File: src/common/chg_i2c_regs.svh
`ifndef CHG_I2C_REGS_SVH
`define CHG_I2C_REGS_SVH

// ****************************************************************
// Bus addressing
// ****************************************************************
`define CHG_DEV_ADDR 7'h6b
`define CHG_HS_CODE 5'h01
`define CHG_REG_ADDR_W 8

// ****************************************************************
// Register bank layout
// ****************************************************************
`define CHG_REG_COUNT 5
`define CHG_RO_INDEX 3'h4
`define CHG_RW_RESET 8'h00
`define CHG_UNIMPL_VALUE 8'hff

// ****************************************************************
// Byte framing
// ****************************************************************
`define CHG_BITS_PER_BYTE 4'h8
`define CHG_BIT_FIRST 4'h1
`define CHG_BIT_ZERO 4'h0

`endif

File: src/common/chg_pkg.sv
package chg_pkg;

    // ****************************************************************
    // Serial front end states
    // ****************************************************************
    typedef enum logic [2:0] {
        CHG_IDLE,
        CHG_RX,
        CHG_ACK,
        CHG_TX,
        CHG_TX_ACK,
        CHG_TX_NEXT,
        CHG_WAIT
    } chg_state_t;

    // Meaning of the byte being received
    typedef enum logic [1:0] {
        CHG_KIND_ADDR,
        CHG_KIND_REG,
        CHG_KIND_DATA
    } chg_kind_t;

    // ****************************************************************
    // Whole state of the slave front end
    // ****************************************************************
    typedef struct packed {
        logic scl_meta;
        logic scl_sync;
        logic scl_prev;
        logic sda_meta;
        logic sda_sync;
        logic sda_prev;
        chg_state_t state;
        chg_kind_t kind;
        logic [3:0] cnt;
        logic [7:0] shreg;
        logic [7:0] ptr;
        logic rw;
        logic high_speed;
        logic sda_oe;
        logic sda_o;
        logic wr_en;
        logic [2:0] wr_addr;
        logic [7:0] wr_data;
        logic selected;
    } chg_slave_t;

endpackage

File: src/hw/chg_regbank.sv
`timescale 1ns/10ps
`include "chg_i2c_regs.svh"

module chg_regbank #(
    parameter int NUM_REGS = `CHG_REG_COUNT
) (
    // Clock and reset
    input wire logic clk_in,
    input wire logic rst_n_in,
    // Write port
    input wire logic wr_en_in,
    input wire logic [2:0] wr_addr_in,
    input wire logic [7:0] wr_data_in,
    // Read port
    input wire logic [7:0] rd_addr_in,
    output logic [7:0] rd_data_out,
    // Read-only status byte
    input wire logic [7:0] status_in,
    // Stored writable registers, index 0 in the low byte
    output logic [31:0] cfg_out
);

    logic [7:0] regs [0:3];

    // ****************************************************************
    // Storage
    // ****************************************************************
    always_ff @(posedge clk_in or negedge rst_n_in) begin
        if (!rst_n_in) begin
            for (int i = 0; i < 4; i++) begin
                regs[i] <= `CHG_RW_RESET;
            end
            rd_data_out <= `CHG_UNIMPL_VALUE;
        end else begin
            // Read-only and unmapped indices never reach storage
            if (wr_en_in && wr_addr_in != `CHG_RO_INDEX && 32'(wr_addr_in) < NUM_REGS) begin // RULE_14
                regs[wr_addr_in[1:0]] <= wr_data_in;
            end
            if (rd_addr_in == 8'(`CHG_RO_INDEX)) begin
                rd_data_out <= status_in;
            end else if (32'(rd_addr_in) < NUM_REGS) begin
                rd_data_out <= regs[rd_addr_in[1:0]];
            end else begin
                rd_data_out <= `CHG_UNIMPL_VALUE; // RULE_13
            end
        end
    end

    assign cfg_out = {regs[3], regs[2], regs[1], regs[0]};

endmodule

File: src/hw/chg_i2c_slave.sv
`timescale 1ns/10ps
`include "chg_i2c_regs.svh"

// How it works
// RULE_01 - Master opens with start, slave address, register address, then data byte.
// RULE_02 - Each byte addressed to us is acknowledged with SDA low over ninth clock.
// RULE_03 - Written data lands in its register on the acknowledge clock's falling edge.
// RULE_04 - Further register address and data pairs are accepted without a new start.
// RULE_05 - A stop releases SDA, ends the transaction and waits for a fresh start.
// RULE_06 - First byte after start is the slave address, matched against 1101011.
// RULE_07 - Register address byte: upper five bits zero, low three bits select register.
// RULE_08 - Five 8-bit registers: four read and write, one read only.
// RULE_09 - Master keeps SCL within 100 kHz, 400 kHz, or about 3.4 MHz high speed.
// RULE_10 - Only a matching slave address is acknowledged, SDA low over ninth high.
// RULE_11 - High speed master code 00001xxx is not acknowledged but enters high speed.
// RULE_12 - A stop during high speed operation returns to standard and fast speed.
// RULE_13 - Reads from unimplemented register addresses return FFh.
// RULE_14 - Writes to the read-only or unmapped registers are acknowledged, change nothing.

module chg_i2c_slave (
    // Clock and reset
    input wire logic core_clk_in,
    input wire logic arst_n_in,
    // Serial clock, input only; the device never stretches it
    input wire logic scl_in,
    // Serial data, open drain
    input wire logic sda_in,
    output logic sda_out,
    output logic sda_oe_out,
    // Read-only status byte from the charger core
    input wire logic [7:0] status_in,
    // Configuration registers, index 0 in the low byte
    output logic [31:0] cfg_out,
    // Operating speed indication
    output logic high_speed_operation_out,
    // Transaction in progress with this device
    output logic selected_out
);

    // ****************************************************************
    // Reset release
    // ****************************************************************
    logic [1:0] rst_sync;
    logic rst_n;

    always_ff @(posedge core_clk_in or negedge arst_n_in) begin
        if (!arst_n_in) begin
            rst_sync <= 2'h0;
        end else begin
            rst_sync <= {rst_sync[0], 1'b1};
        end
    end

    assign rst_n = rst_sync[1];

    // ****************************************************************
    // State and register bank
    // ****************************************************************
    chg_pkg::chg_slave_t st;
    chg_pkg::chg_slave_t next_st;
    logic [7:0] rd_data;
    logic scl_rise;
    logic scl_fall;
    logic start_seen;
    logic stop_seen;

    chg_regbank #(
        .NUM_REGS(`CHG_REG_COUNT)
    ) u_regbank (
        .clk_in(core_clk_in),
        .rst_n_in(rst_n),
        .wr_en_in(st.wr_en),
        .wr_addr_in(st.wr_addr),
        .wr_data_in(st.wr_data),
        .rd_addr_in(st.ptr),
        .rd_data_out(rd_data),
        .status_in(status_in),
        .cfg_out(cfg_out) // RULE_08
    );

    // ****************************************************************
    // Bus conditions, from the synchronised copies only
    // ****************************************************************
    // No glitch filter on SCL: a noisy clock line will miscount bits
    assign scl_rise = st.scl_sync && !st.scl_prev;
    assign scl_fall = !st.scl_sync && st.scl_prev;
    assign start_seen = st.scl_sync && st.scl_prev && st.sda_prev && !st.sda_sync;
    assign stop_seen = st.scl_sync && st.scl_prev && !st.sda_prev && st.sda_sync;

    // ****************************************************************
    // Next state
    // ****************************************************************
    always_comb begin
        next_st = st;
        next_st.scl_meta = scl_in;
        next_st.scl_sync = st.scl_meta;
        next_st.scl_prev = st.scl_sync;
        next_st.sda_meta = sda_in;
        next_st.sda_sync = st.sda_meta;
        next_st.sda_prev = st.sda_sync;
        next_st.wr_en = 1'b0;
        next_st.sda_o = 1'b0;
        if (stop_seen) begin
            next_st.state = chg_pkg::CHG_IDLE; // RULE_05
            next_st.sda_oe = 1'b0; // RULE_05
            next_st.selected = 1'b0;
            next_st.high_speed = 1'b0; // RULE_12
        end else if (start_seen) begin
            // Repeated start keeps high speed operation
            next_st.state = chg_pkg::CHG_RX; // RULE_01
            next_st.kind = chg_pkg::CHG_KIND_ADDR; // RULE_06
            next_st.cnt = `CHG_BIT_ZERO;
            next_st.sda_oe = 1'b0;
            next_st.selected = 1'b0;
        end else begin
            case (st.state)
                chg_pkg::CHG_RX: begin
                    if (scl_rise && st.cnt != `CHG_BITS_PER_BYTE) begin
                        next_st.shreg = {st.shreg[6:0], st.sda_sync};
                        next_st.cnt = st.cnt + `CHG_BIT_FIRST;
                    end else if (scl_fall && st.cnt == `CHG_BITS_PER_BYTE) begin
                        next_st.cnt = `CHG_BIT_ZERO;
                        next_st.state = chg_pkg::CHG_ACK;
                        next_st.sda_oe = 1'b1; // RULE_02
                        case (st.kind)
                            chg_pkg::CHG_KIND_ADDR: begin
                                if (st.shreg[7:3] == `CHG_HS_CODE) begin
                                    next_st.high_speed = 1'b1; // RULE_11
                                    next_st.sda_oe = 1'b0; // RULE_11
                                    next_st.state = chg_pkg::CHG_WAIT;
                                end else if (st.shreg[7:1] == `CHG_DEV_ADDR) begin // RULE_06
                                    next_st.rw = st.shreg[0];
                                    next_st.selected = 1'b1;
                                end else begin
                                    next_st.sda_oe = 1'b0; // RULE_10
                                    next_st.state = chg_pkg::CHG_WAIT;
                                end
                            end
                            chg_pkg::CHG_KIND_REG: begin
                                // Nonzero upper bits leave the pointer unmapped
                                next_st.ptr = st.shreg; // RULE_07
                            end
                            default: begin
                                next_st.wr_data = st.shreg;
                            end
                        endcase
                    end
                end
                chg_pkg::CHG_ACK: begin
                    if (scl_fall) begin
                        next_st.sda_oe = 1'b0;
                        next_st.state = chg_pkg::CHG_RX;
                        case (st.kind)
                            chg_pkg::CHG_KIND_ADDR: begin
                                if (st.rw) begin
                                    next_st.state = chg_pkg::CHG_TX;
                                    next_st.shreg = {rd_data[6:0], 1'b0};
                                    next_st.sda_oe = !rd_data[7];
                                    next_st.cnt = `CHG_BIT_FIRST;
                                end else begin
                                    next_st.kind = chg_pkg::CHG_KIND_REG;
                                end
                            end
                            chg_pkg::CHG_KIND_REG: begin
                                next_st.kind = chg_pkg::CHG_KIND_DATA;
                            end
                            default: begin
                                // Commit on the falling edge closing the acknowledge
                                next_st.wr_en = (st.ptr[7:3] == 5'h00); // RULE_03
                                next_st.wr_addr = st.ptr[2:0];
                                next_st.kind = chg_pkg::CHG_KIND_REG; // RULE_04
                            end
                        endcase
                    end
                end
                chg_pkg::CHG_TX: begin
                    if (scl_fall) begin
                        if (st.cnt == `CHG_BITS_PER_BYTE) begin
                            next_st.sda_oe = 1'b0;
                            next_st.cnt = `CHG_BIT_ZERO;
                            next_st.state = chg_pkg::CHG_TX_ACK;
                        end else begin
                            next_st.sda_oe = !st.shreg[7];
                            next_st.shreg = {st.shreg[6:0], 1'b0};
                            next_st.cnt = st.cnt + `CHG_BIT_FIRST;
                        end
                    end
                end
                chg_pkg::CHG_TX_ACK: begin
                    if (scl_rise) begin
                        // A not-acknowledge from the master ends our reply
                        next_st.state = st.sda_sync ? chg_pkg::CHG_WAIT : chg_pkg::CHG_TX_NEXT;
                    end
                end
                chg_pkg::CHG_TX_NEXT: begin
                    if (scl_fall) begin
                        // No auto increment: the same register is sent again
                        next_st.state = chg_pkg::CHG_TX;
                        next_st.shreg = {rd_data[6:0], 1'b0};
                        next_st.sda_oe = !rd_data[7];
                        next_st.cnt = `CHG_BIT_FIRST;
                    end
                end
                default: begin
                    next_st.sda_oe = 1'b0;
                end
            endcase
        end
    end

    // ****************************************************************
    // State register
    // ****************************************************************
    always_ff @(posedge core_clk_in or negedge rst_n) begin
        if (!rst_n) begin
            st <= '0;
            st.scl_meta <= 1'b1;
            st.scl_sync <= 1'b1;
            st.scl_prev <= 1'b1;
            st.sda_meta <= 1'b1;
            st.sda_sync <= 1'b1;
            st.sda_prev <= 1'b1;
            st.state <= chg_pkg::CHG_IDLE;
            st.kind <= chg_pkg::CHG_KIND_ADDR;
            st.ptr <= `CHG_UNIMPL_VALUE;
        end else begin
            st <= next_st;
        end
    end

    assign sda_out = st.sda_o;
    assign sda_oe_out = st.sda_oe;
    assign high_speed_operation_out = st.high_speed;
    assign selected_out = st.selected;

endmodule

File: config.mk
export PLATFORM = sky130hd
export DESIGN_NAME = chg_i2c_slave
export DESIGN_NICKNAME = d
export VERILOG_FILES = /design/src/common/chg_pkg.sv /design/src/hw/chg_regbank.sv /design/src/hw/chg_i2c_slave.sv
export VERILOG_INCLUDE_DIRS = /design/src /design/src/common
export SDC_FILE = /design/constraint.sdc
export NUM_CORES = 1
export LEC_CHECK = 0
export BUFFER_PORTS_ARGS = -buffer_cell sky130_fd_sc_hd__buf_2
export CORE_MARGIN = 2
export CORE_UTILIZATION = 30
export DETAILED_ROUTE_END_ITERATION = 10
export GPL_TIMING_DRIVEN = 0
export PLACE_DENSITY = 0.45
export SYNTH_ARGS = -nofsm -noshare
export SYNTH_HDL_FRONTEND = slang
export SYNTH_SLANG_ARGS = --single-unit
File: constraint.sdc
create_clock -name core_clk_in -period 5.7 [get_ports core_clk_in]
set_input_delay 1.71 -clock core_clk_in [delete_from_list [all_inputs] [get_ports core_clk_in]]
set_output_delay 1.71 -clock core_clk_in [all_outputs]
set_load 0.03 [all_outputs]
; Word level (Yosys, flattened, before mapping)
; Index checks and enable logic that the tools add are counted.
[totals]
ff_bits = 89
in_bits = 12
output_inout_bits = 36
[classes]
add_sub_neg = 1
muxes = 68
order_cmp = 5
n_eq_ne = 38
reduce_logical = 45
n_bitwise = 7
[ops]
columns = op, count
row1 = $mux 12, 6
row2 = $mux 8, 8
row3 = $pmux 12 s4, 1
row4 = $mux 9, 4
row5 = $ne 4x4->1 const B, 9
row6 = $bwmux 32, 1
row7 = $mux 3, 10
row8 = $reduce_and 6->1, 5
row9 = $ne 3x3->1 const B, 9
row10 = $mux 4, 6
row11 = $reduce_and 8->1, 3
row12 = $mux 2, 9
row13 = $mux 1, 17
row14 = $mux 17, 1
row15 = $bmux 8 s2, 1
row16 = $demux 8 s2, 1
row17 = $pmux 3 s5, 1
row18 = $ne 2x2->1 const B, 7
row19 = $logic_and 1x1->1, 12
row20 = $reduce_bool 2->1, 6
row21 = $reduce_bool 3->1, 4
row22 = $reduce_and 10->1, 1
row23 = $eq 8x3->1 const B, 1
row24 = $lt 8x3->1 const B, 1
row25 = other kinds (26), 40

; Logic depth before layout (Yosys ltp)
[depth]
word_depth = 9
ltp_mapped = 9
ltp_nobuf = 7

; Modules after synthesis
; Synthesis repeated with hierarchy kept, for this count alone.
[unflattened]
hier_cells = 347
area_unflattened_um2 = 4262.8
[modules_own_cells]
columns = module, area_per_inst_um2, seq_area_each_um2, cells_each, n_inst
row1 = chg_i2c_slave, 2484.9, 1243.7, 222, 1
row2 = chg_regbank, 1778.0, 1011.0, 125, 1

; Worst setup path before layout
; Ideal clock, no wire load.
[synth_path]
path_kind = register -> output
from = reg u_regbank.regs (netlist bit u_regbank.cfg_out[0])
to = out cfg_out[0]
slack_ns = 3.500
stages_incl_launch_ff = 1
arrival_time_ns = 0.490
required_ns = 3.990
path_cell_list = dfrtp_1
[synth_lines]
columns = item, line_no
row1 = "start, declared", chg_regbank.sv:23  ; logic [7:0] regs [0:3];
row2 = "start signal, assigned by index", chg_regbank.sv:31  ; regs[i] <= `CHG_RW_RESET;
row3 = "start signal, assigned by index", chg_regbank.sv:37  ; regs[wr_addr_in[1:0]] <= wr_data_in;
row4 = "end, declared", chg_i2c_slave.sv:33  ; output logic [31:0] cfg_out,
; No word-level cell between the ends.

; Worst setup path after layout
[layout_path]
from = reg st (netlist bit high_speed_operation_out)
to = out high_speed_operation_out
[layout_lines]
columns = item, line_no
row1 = "start, declared", chg_i2c_slave.sv:59  ; chg_pkg::chg_slave_t st;
row2 = "start signal, assigned", chg_i2c_slave.sv:227  ; st <= next_st;
row3 = "end, declared", chg_i2c_slave.sv:35  ; output logic high_speed_operation_out,
; No word-level cell between the ends.

==> metrics.md <==
| Metric | Value |
|---|---|
| Crit path capture type | output pin |
| Row Count | 43 |
| Initial DRC Count | 139 |
| Final worst-path setup slack | 3.05 ns |
| Gpl congestion | 0.821 |
| MaxCap Viol Count | 0 |
| Clock tree sinks | 89 |
| Levels on crit path | 1 |
| Core Footprint | 13700 µm² |
| Setup crit end | high_speed_operation_out |
| Number of global-route vias before repair | 2930 |
| Syn Area/Cell | 13.0 µm² |
| Setup Slack @ Placement | 3.42 ns |
| Synth Register Bits | 89 |
| Critical path class | register to output pin |
| Fin cells | 563 |
| Max-slew violation count | 0 |
| Relative slew slack | 18.6% |
| Critical R2R Capture | st[39]$_DFFE_PN0P_ |
| Cts repair resizes | 0 |
| CP bufs+invs | 1 |
| Top cells by area, synth | dfrtp_1 40%, dfstp_2 14%, mux2_2 14% |
| Register area share after synthesis | 54.2% |
| Total number of vias | 2778 |
| Worst setup path startpoint | high_speed_operation_out$_DFFE_PN0P_ |
| Ratio of cells with drive above 1 in the final layout | 44.4% |
| Worst-margin pin slew | 1.22 ns |
| Worst VDD drop | 124 µV |
| FF/Latch Area | 2260 µm² |
| WL/cell | 17.9 µm |
| H-tree Lvls | 3 |
| Number of detailed-route iterations in the first pass | 6 |
| Die height | 122 µm |
| Total Wirelength | 10100 µm |
| TritonCTS clock tree | built |
| Final Hold Viols | 0 |
| Reg2reg start | st[33]$_DFFE_PN0P_ |
| Grt ovf | 0 |
| Worst-path clk slew | 0.06 ns |
| Area growth, synth to finish | 19.3% |
| Multi-input combinational cell area | 1780 µm² |
| Worst-case clock buffer depth | 2 |
| Die width | 122 µm |
| Synth async-reset ratio | 100% |
| Pleak | 2.33 nW |
| Cell variety after synth | 59 |
| RSZ-0062 raised after global routing | no |
| CP peak stage delay | 0.38 ns |
| Port Buffers | 46 |
| Netlist Area Pre-Place | 4160 µm² |
| Largest net degree at the start of global routing | 46 |
| Ys flop type | dfrtp_1 |
| DR vias/cell | 4.93 |
| Fin Clk Skew | 0.00721 ns |
| Worst-skew pair later-pin latency | 0.35 ns |
| ANT cells | 0 |
| Worst path required time | 3.99 ns |
| Synth warnings | 0 |
| Syn Inst Count | 320 |
| Hold Path Class | register to async pin |
| Dpl hpwl | 6650 µm |
| Root Driver | clkbuf_16 |
| GRT Util Overall | 14.7% |
| Crit-path cells | buf_2 |
| Net Count, Synth | 334 |
| Synth top area share | 40.3% |
| Num CTS Buffers | 9 |
| Buffer count from post-CTS setup fixing | 0 |
| Full die area | 14800 µm² |
| CP max-delay cell | dfrtp_1 |
| Crit-path max FO | 2 |
| Hold Buf Count CTS | 0 |
| CP top delay family | flip-flops |
| Num ports | 48 |
| Initial antenna violation count | 0 |
| Cell count after placement | 547 |
| Initial Util | 30.3% |
| Data arrival, critical path | 0.94 ns |
| EDFF count, synth | 0 |
| Residual DRC | 0 |
| Setup-failing EPs final | 0 |
| First-pass GRT wire length | 16100 µm |
| Final ANT Viol Nets | 0 |
| Final nets | 392 |
| Minimum clock period | 2.65 ns |
| Reg-to-reg slack, setup | 3.50 ns |
| Max Freq | 377 MHz |
| Synth area leader | dfrtp_1 |
| Startpoint Class | register |
| Filler cells | 1381 |
| Pwr Density | 286 nW/µm² |
| R2R depth | 8 |
| Post-route clock period utilization | 46.6% |
| Status | finished clean |
| Setup TNS | 0 ns |
## final cells by class
| cell class | count | share of cell area [%] |
|---|---|---|
| plain buffers | 16 | 2.14 |
| clock buffers | 11 | 5.10 |
| clock inverters | 5 | 1.24 |
| inverters | 5 | 0.379 |
| multi-input cells | 210 | 35.9 |
| flip-flops and latches | 89 | 45.5 |
| well taps | 180 | 4.54 |
| repair buffers | 47 | 5.20 |
## cell families (layout without fill, tap and decap cells)
logic type	Yosys count	in the layout	share of synthesized area, %
DFF	89	89	54.2
xor gates and xnor gates	1	1	0.211
and+or+nand+nor	81	81	11.2
AOI/OAI and AO/OA	54	54	9.75
adders and majority gates	2	2	0.602
buffers and inverters	21	84	3.01
other	2	2	0.181
muxes	70	70	20.9
## flip-flops by register name (all words and copies together), names as in the netlist
name / flops
u_regbank.cfg_out: 32
rst_sync: 2
u_regbank.rd_data_out: 8
next_st: 4
selected_out: 1
high_speed_operation_out: 1
sda_oe_out: 1
st: 40
## worst min-delay path by stage
stage                          start                                end  slack, ns  cells past startpoint
6_report       rst_sync[1]$_DFF_PN0_  u_regbank.cfg_out[23]$_DFFE_PN0P_       0.35                      0
5_1_grt        next_st[46]$_DFF_PN1_              next_st[45]$_DFF_PN1_       0.36                      0
4_1_cts        rst_sync[0]$_DFF_PN0_              rst_sync[1]$_DFF_PN0_       0.36                      0
3_5_place_dp   rst_sync[0]$_DFF_PN0_              rst_sync[1]$_DFF_PN0_       0.34                      0
3_3_place_gp   rst_sync[0]$_DFF_PN0_              rst_sync[1]$_DFF_PN0_       0.34                      0
2_1_floorplan  rst_sync[0]$_DFF_PN0_              rst_sync[1]$_DFF_PN0_       0.33                      0
## cell usage after synthesis (all sizes together), types with 2 or more instances
library cell	n
dfrtp	67
mux2	53
nor2	25
dfstp	22
nand2	14
o21ai	13
a21oi	11
buf	11
mux2i	9
mux4	8
o22a	8
nand3	7
nor2b	6
clkbuf	5
inv	5
a211oi	4
nor4	4
a31oi	3
a21o	2
a311o	2
and2b	2
and3	2
and3b	2
conb	2
ha	2
nand3b	2
nand4	2
nor3	2
nor3b	2
nor4bb	2
o211ai	2
o22ai	2
or4	2
## cells in the final DEF (no fill, tap or decap), types with 2 or more instances in the layout
| cell type | instances |
|---|---|
| a211oi_1 | 4 |
| mux4_2 | 8 |
| nand3_1 | 7 |
| clkbuf_16 | 9 |
| nand2_1 | 14 |
| mux2_2 | 51 |
| nand3b_1 | 2 |
| a21oi_2 | 3 |
| dfstp_2 | 22 |
| mux2_1 | 2 |
| buf_2 | 50 |
| conb_1 | 2 |
| a21o_1 | 2 |
| buf_6 | 4 |
| o22ai_1 | 2 |
| and3b_1 | 2 |
| o22a_1 | 8 |
| clkinv_4 | 2 |
| and2b_1 | 2 |
| nand4_1 | 2 |
| mux2i_1 | 9 |
| nor3_1 | 2 |
| ha_1 | 2 |
| nor2_1 | 24 |
| nor4_1 | 3 |
| clkbuf_1 | 5 |
| buf_4 | 3 |
| nor4bb_1 | 2 |
| o21ai_0 | 12 |
| a21oi_1 | 8 |
| a311o_1 | 2 |
| nor2b_1 | 5 |
| clkbuf_8 | 2 |
| o211ai_1 | 2 |
| a31oi_1 | 3 |
| dfrtp_1 | 66 |
| inv_1 | 5 |
## power breakdown
group          switching (mW)  total [mW]  internal (mW)
Clock                   0.256       0.622          0.366
Sequential             0.0450       0.705          0.660
Combinational          0.0497      0.0889         0.0391
## routing by layer
| layer | vias to the layer above | GRT usage [%] | routed length [µm] |
|---|---|---|---|
| met5 | - | 0 | 0 |
| met4 | 0 | 6.39 | 187 |
| met3 | 14 | 2.81 | 320 |
| met2 | 59 | 24.6 | 5000 |
| met1 | 1410 | 18.6 | 4560 |
| li1 | 1295 | - | - |
## metrics by stage
stage | cell area [µm²] | power [mW] | hold WS (ns) | utilization, %
finish | 4960 | 1.42 | 0.347 | 36.1
global route | 4960 | 1.48 | 0.358 | 36.1
CTS | 4960 | 1.44 | 0.356 | 36.1
detailed placement | 4640 | 0.807 | 0.341 | 33.9
global placement | 4610 | 0.803 | 0.338 | 33.6
floorplan | 4160 | 0.766 | 0.331 | -
## worst reg2reg max path, stage by stage, from the launching register on
cell and delay [ns]:
dfrtp_1 0.40, inv_1 0.08, ha_1 0.21, and3b_1 0.19, buf_6 0.13, and3_4 0.17
or4_4 0.49, nor2_2 0.10, mux2_1 0.31
No activity file was read; power rests on OpenSTA's default activity.
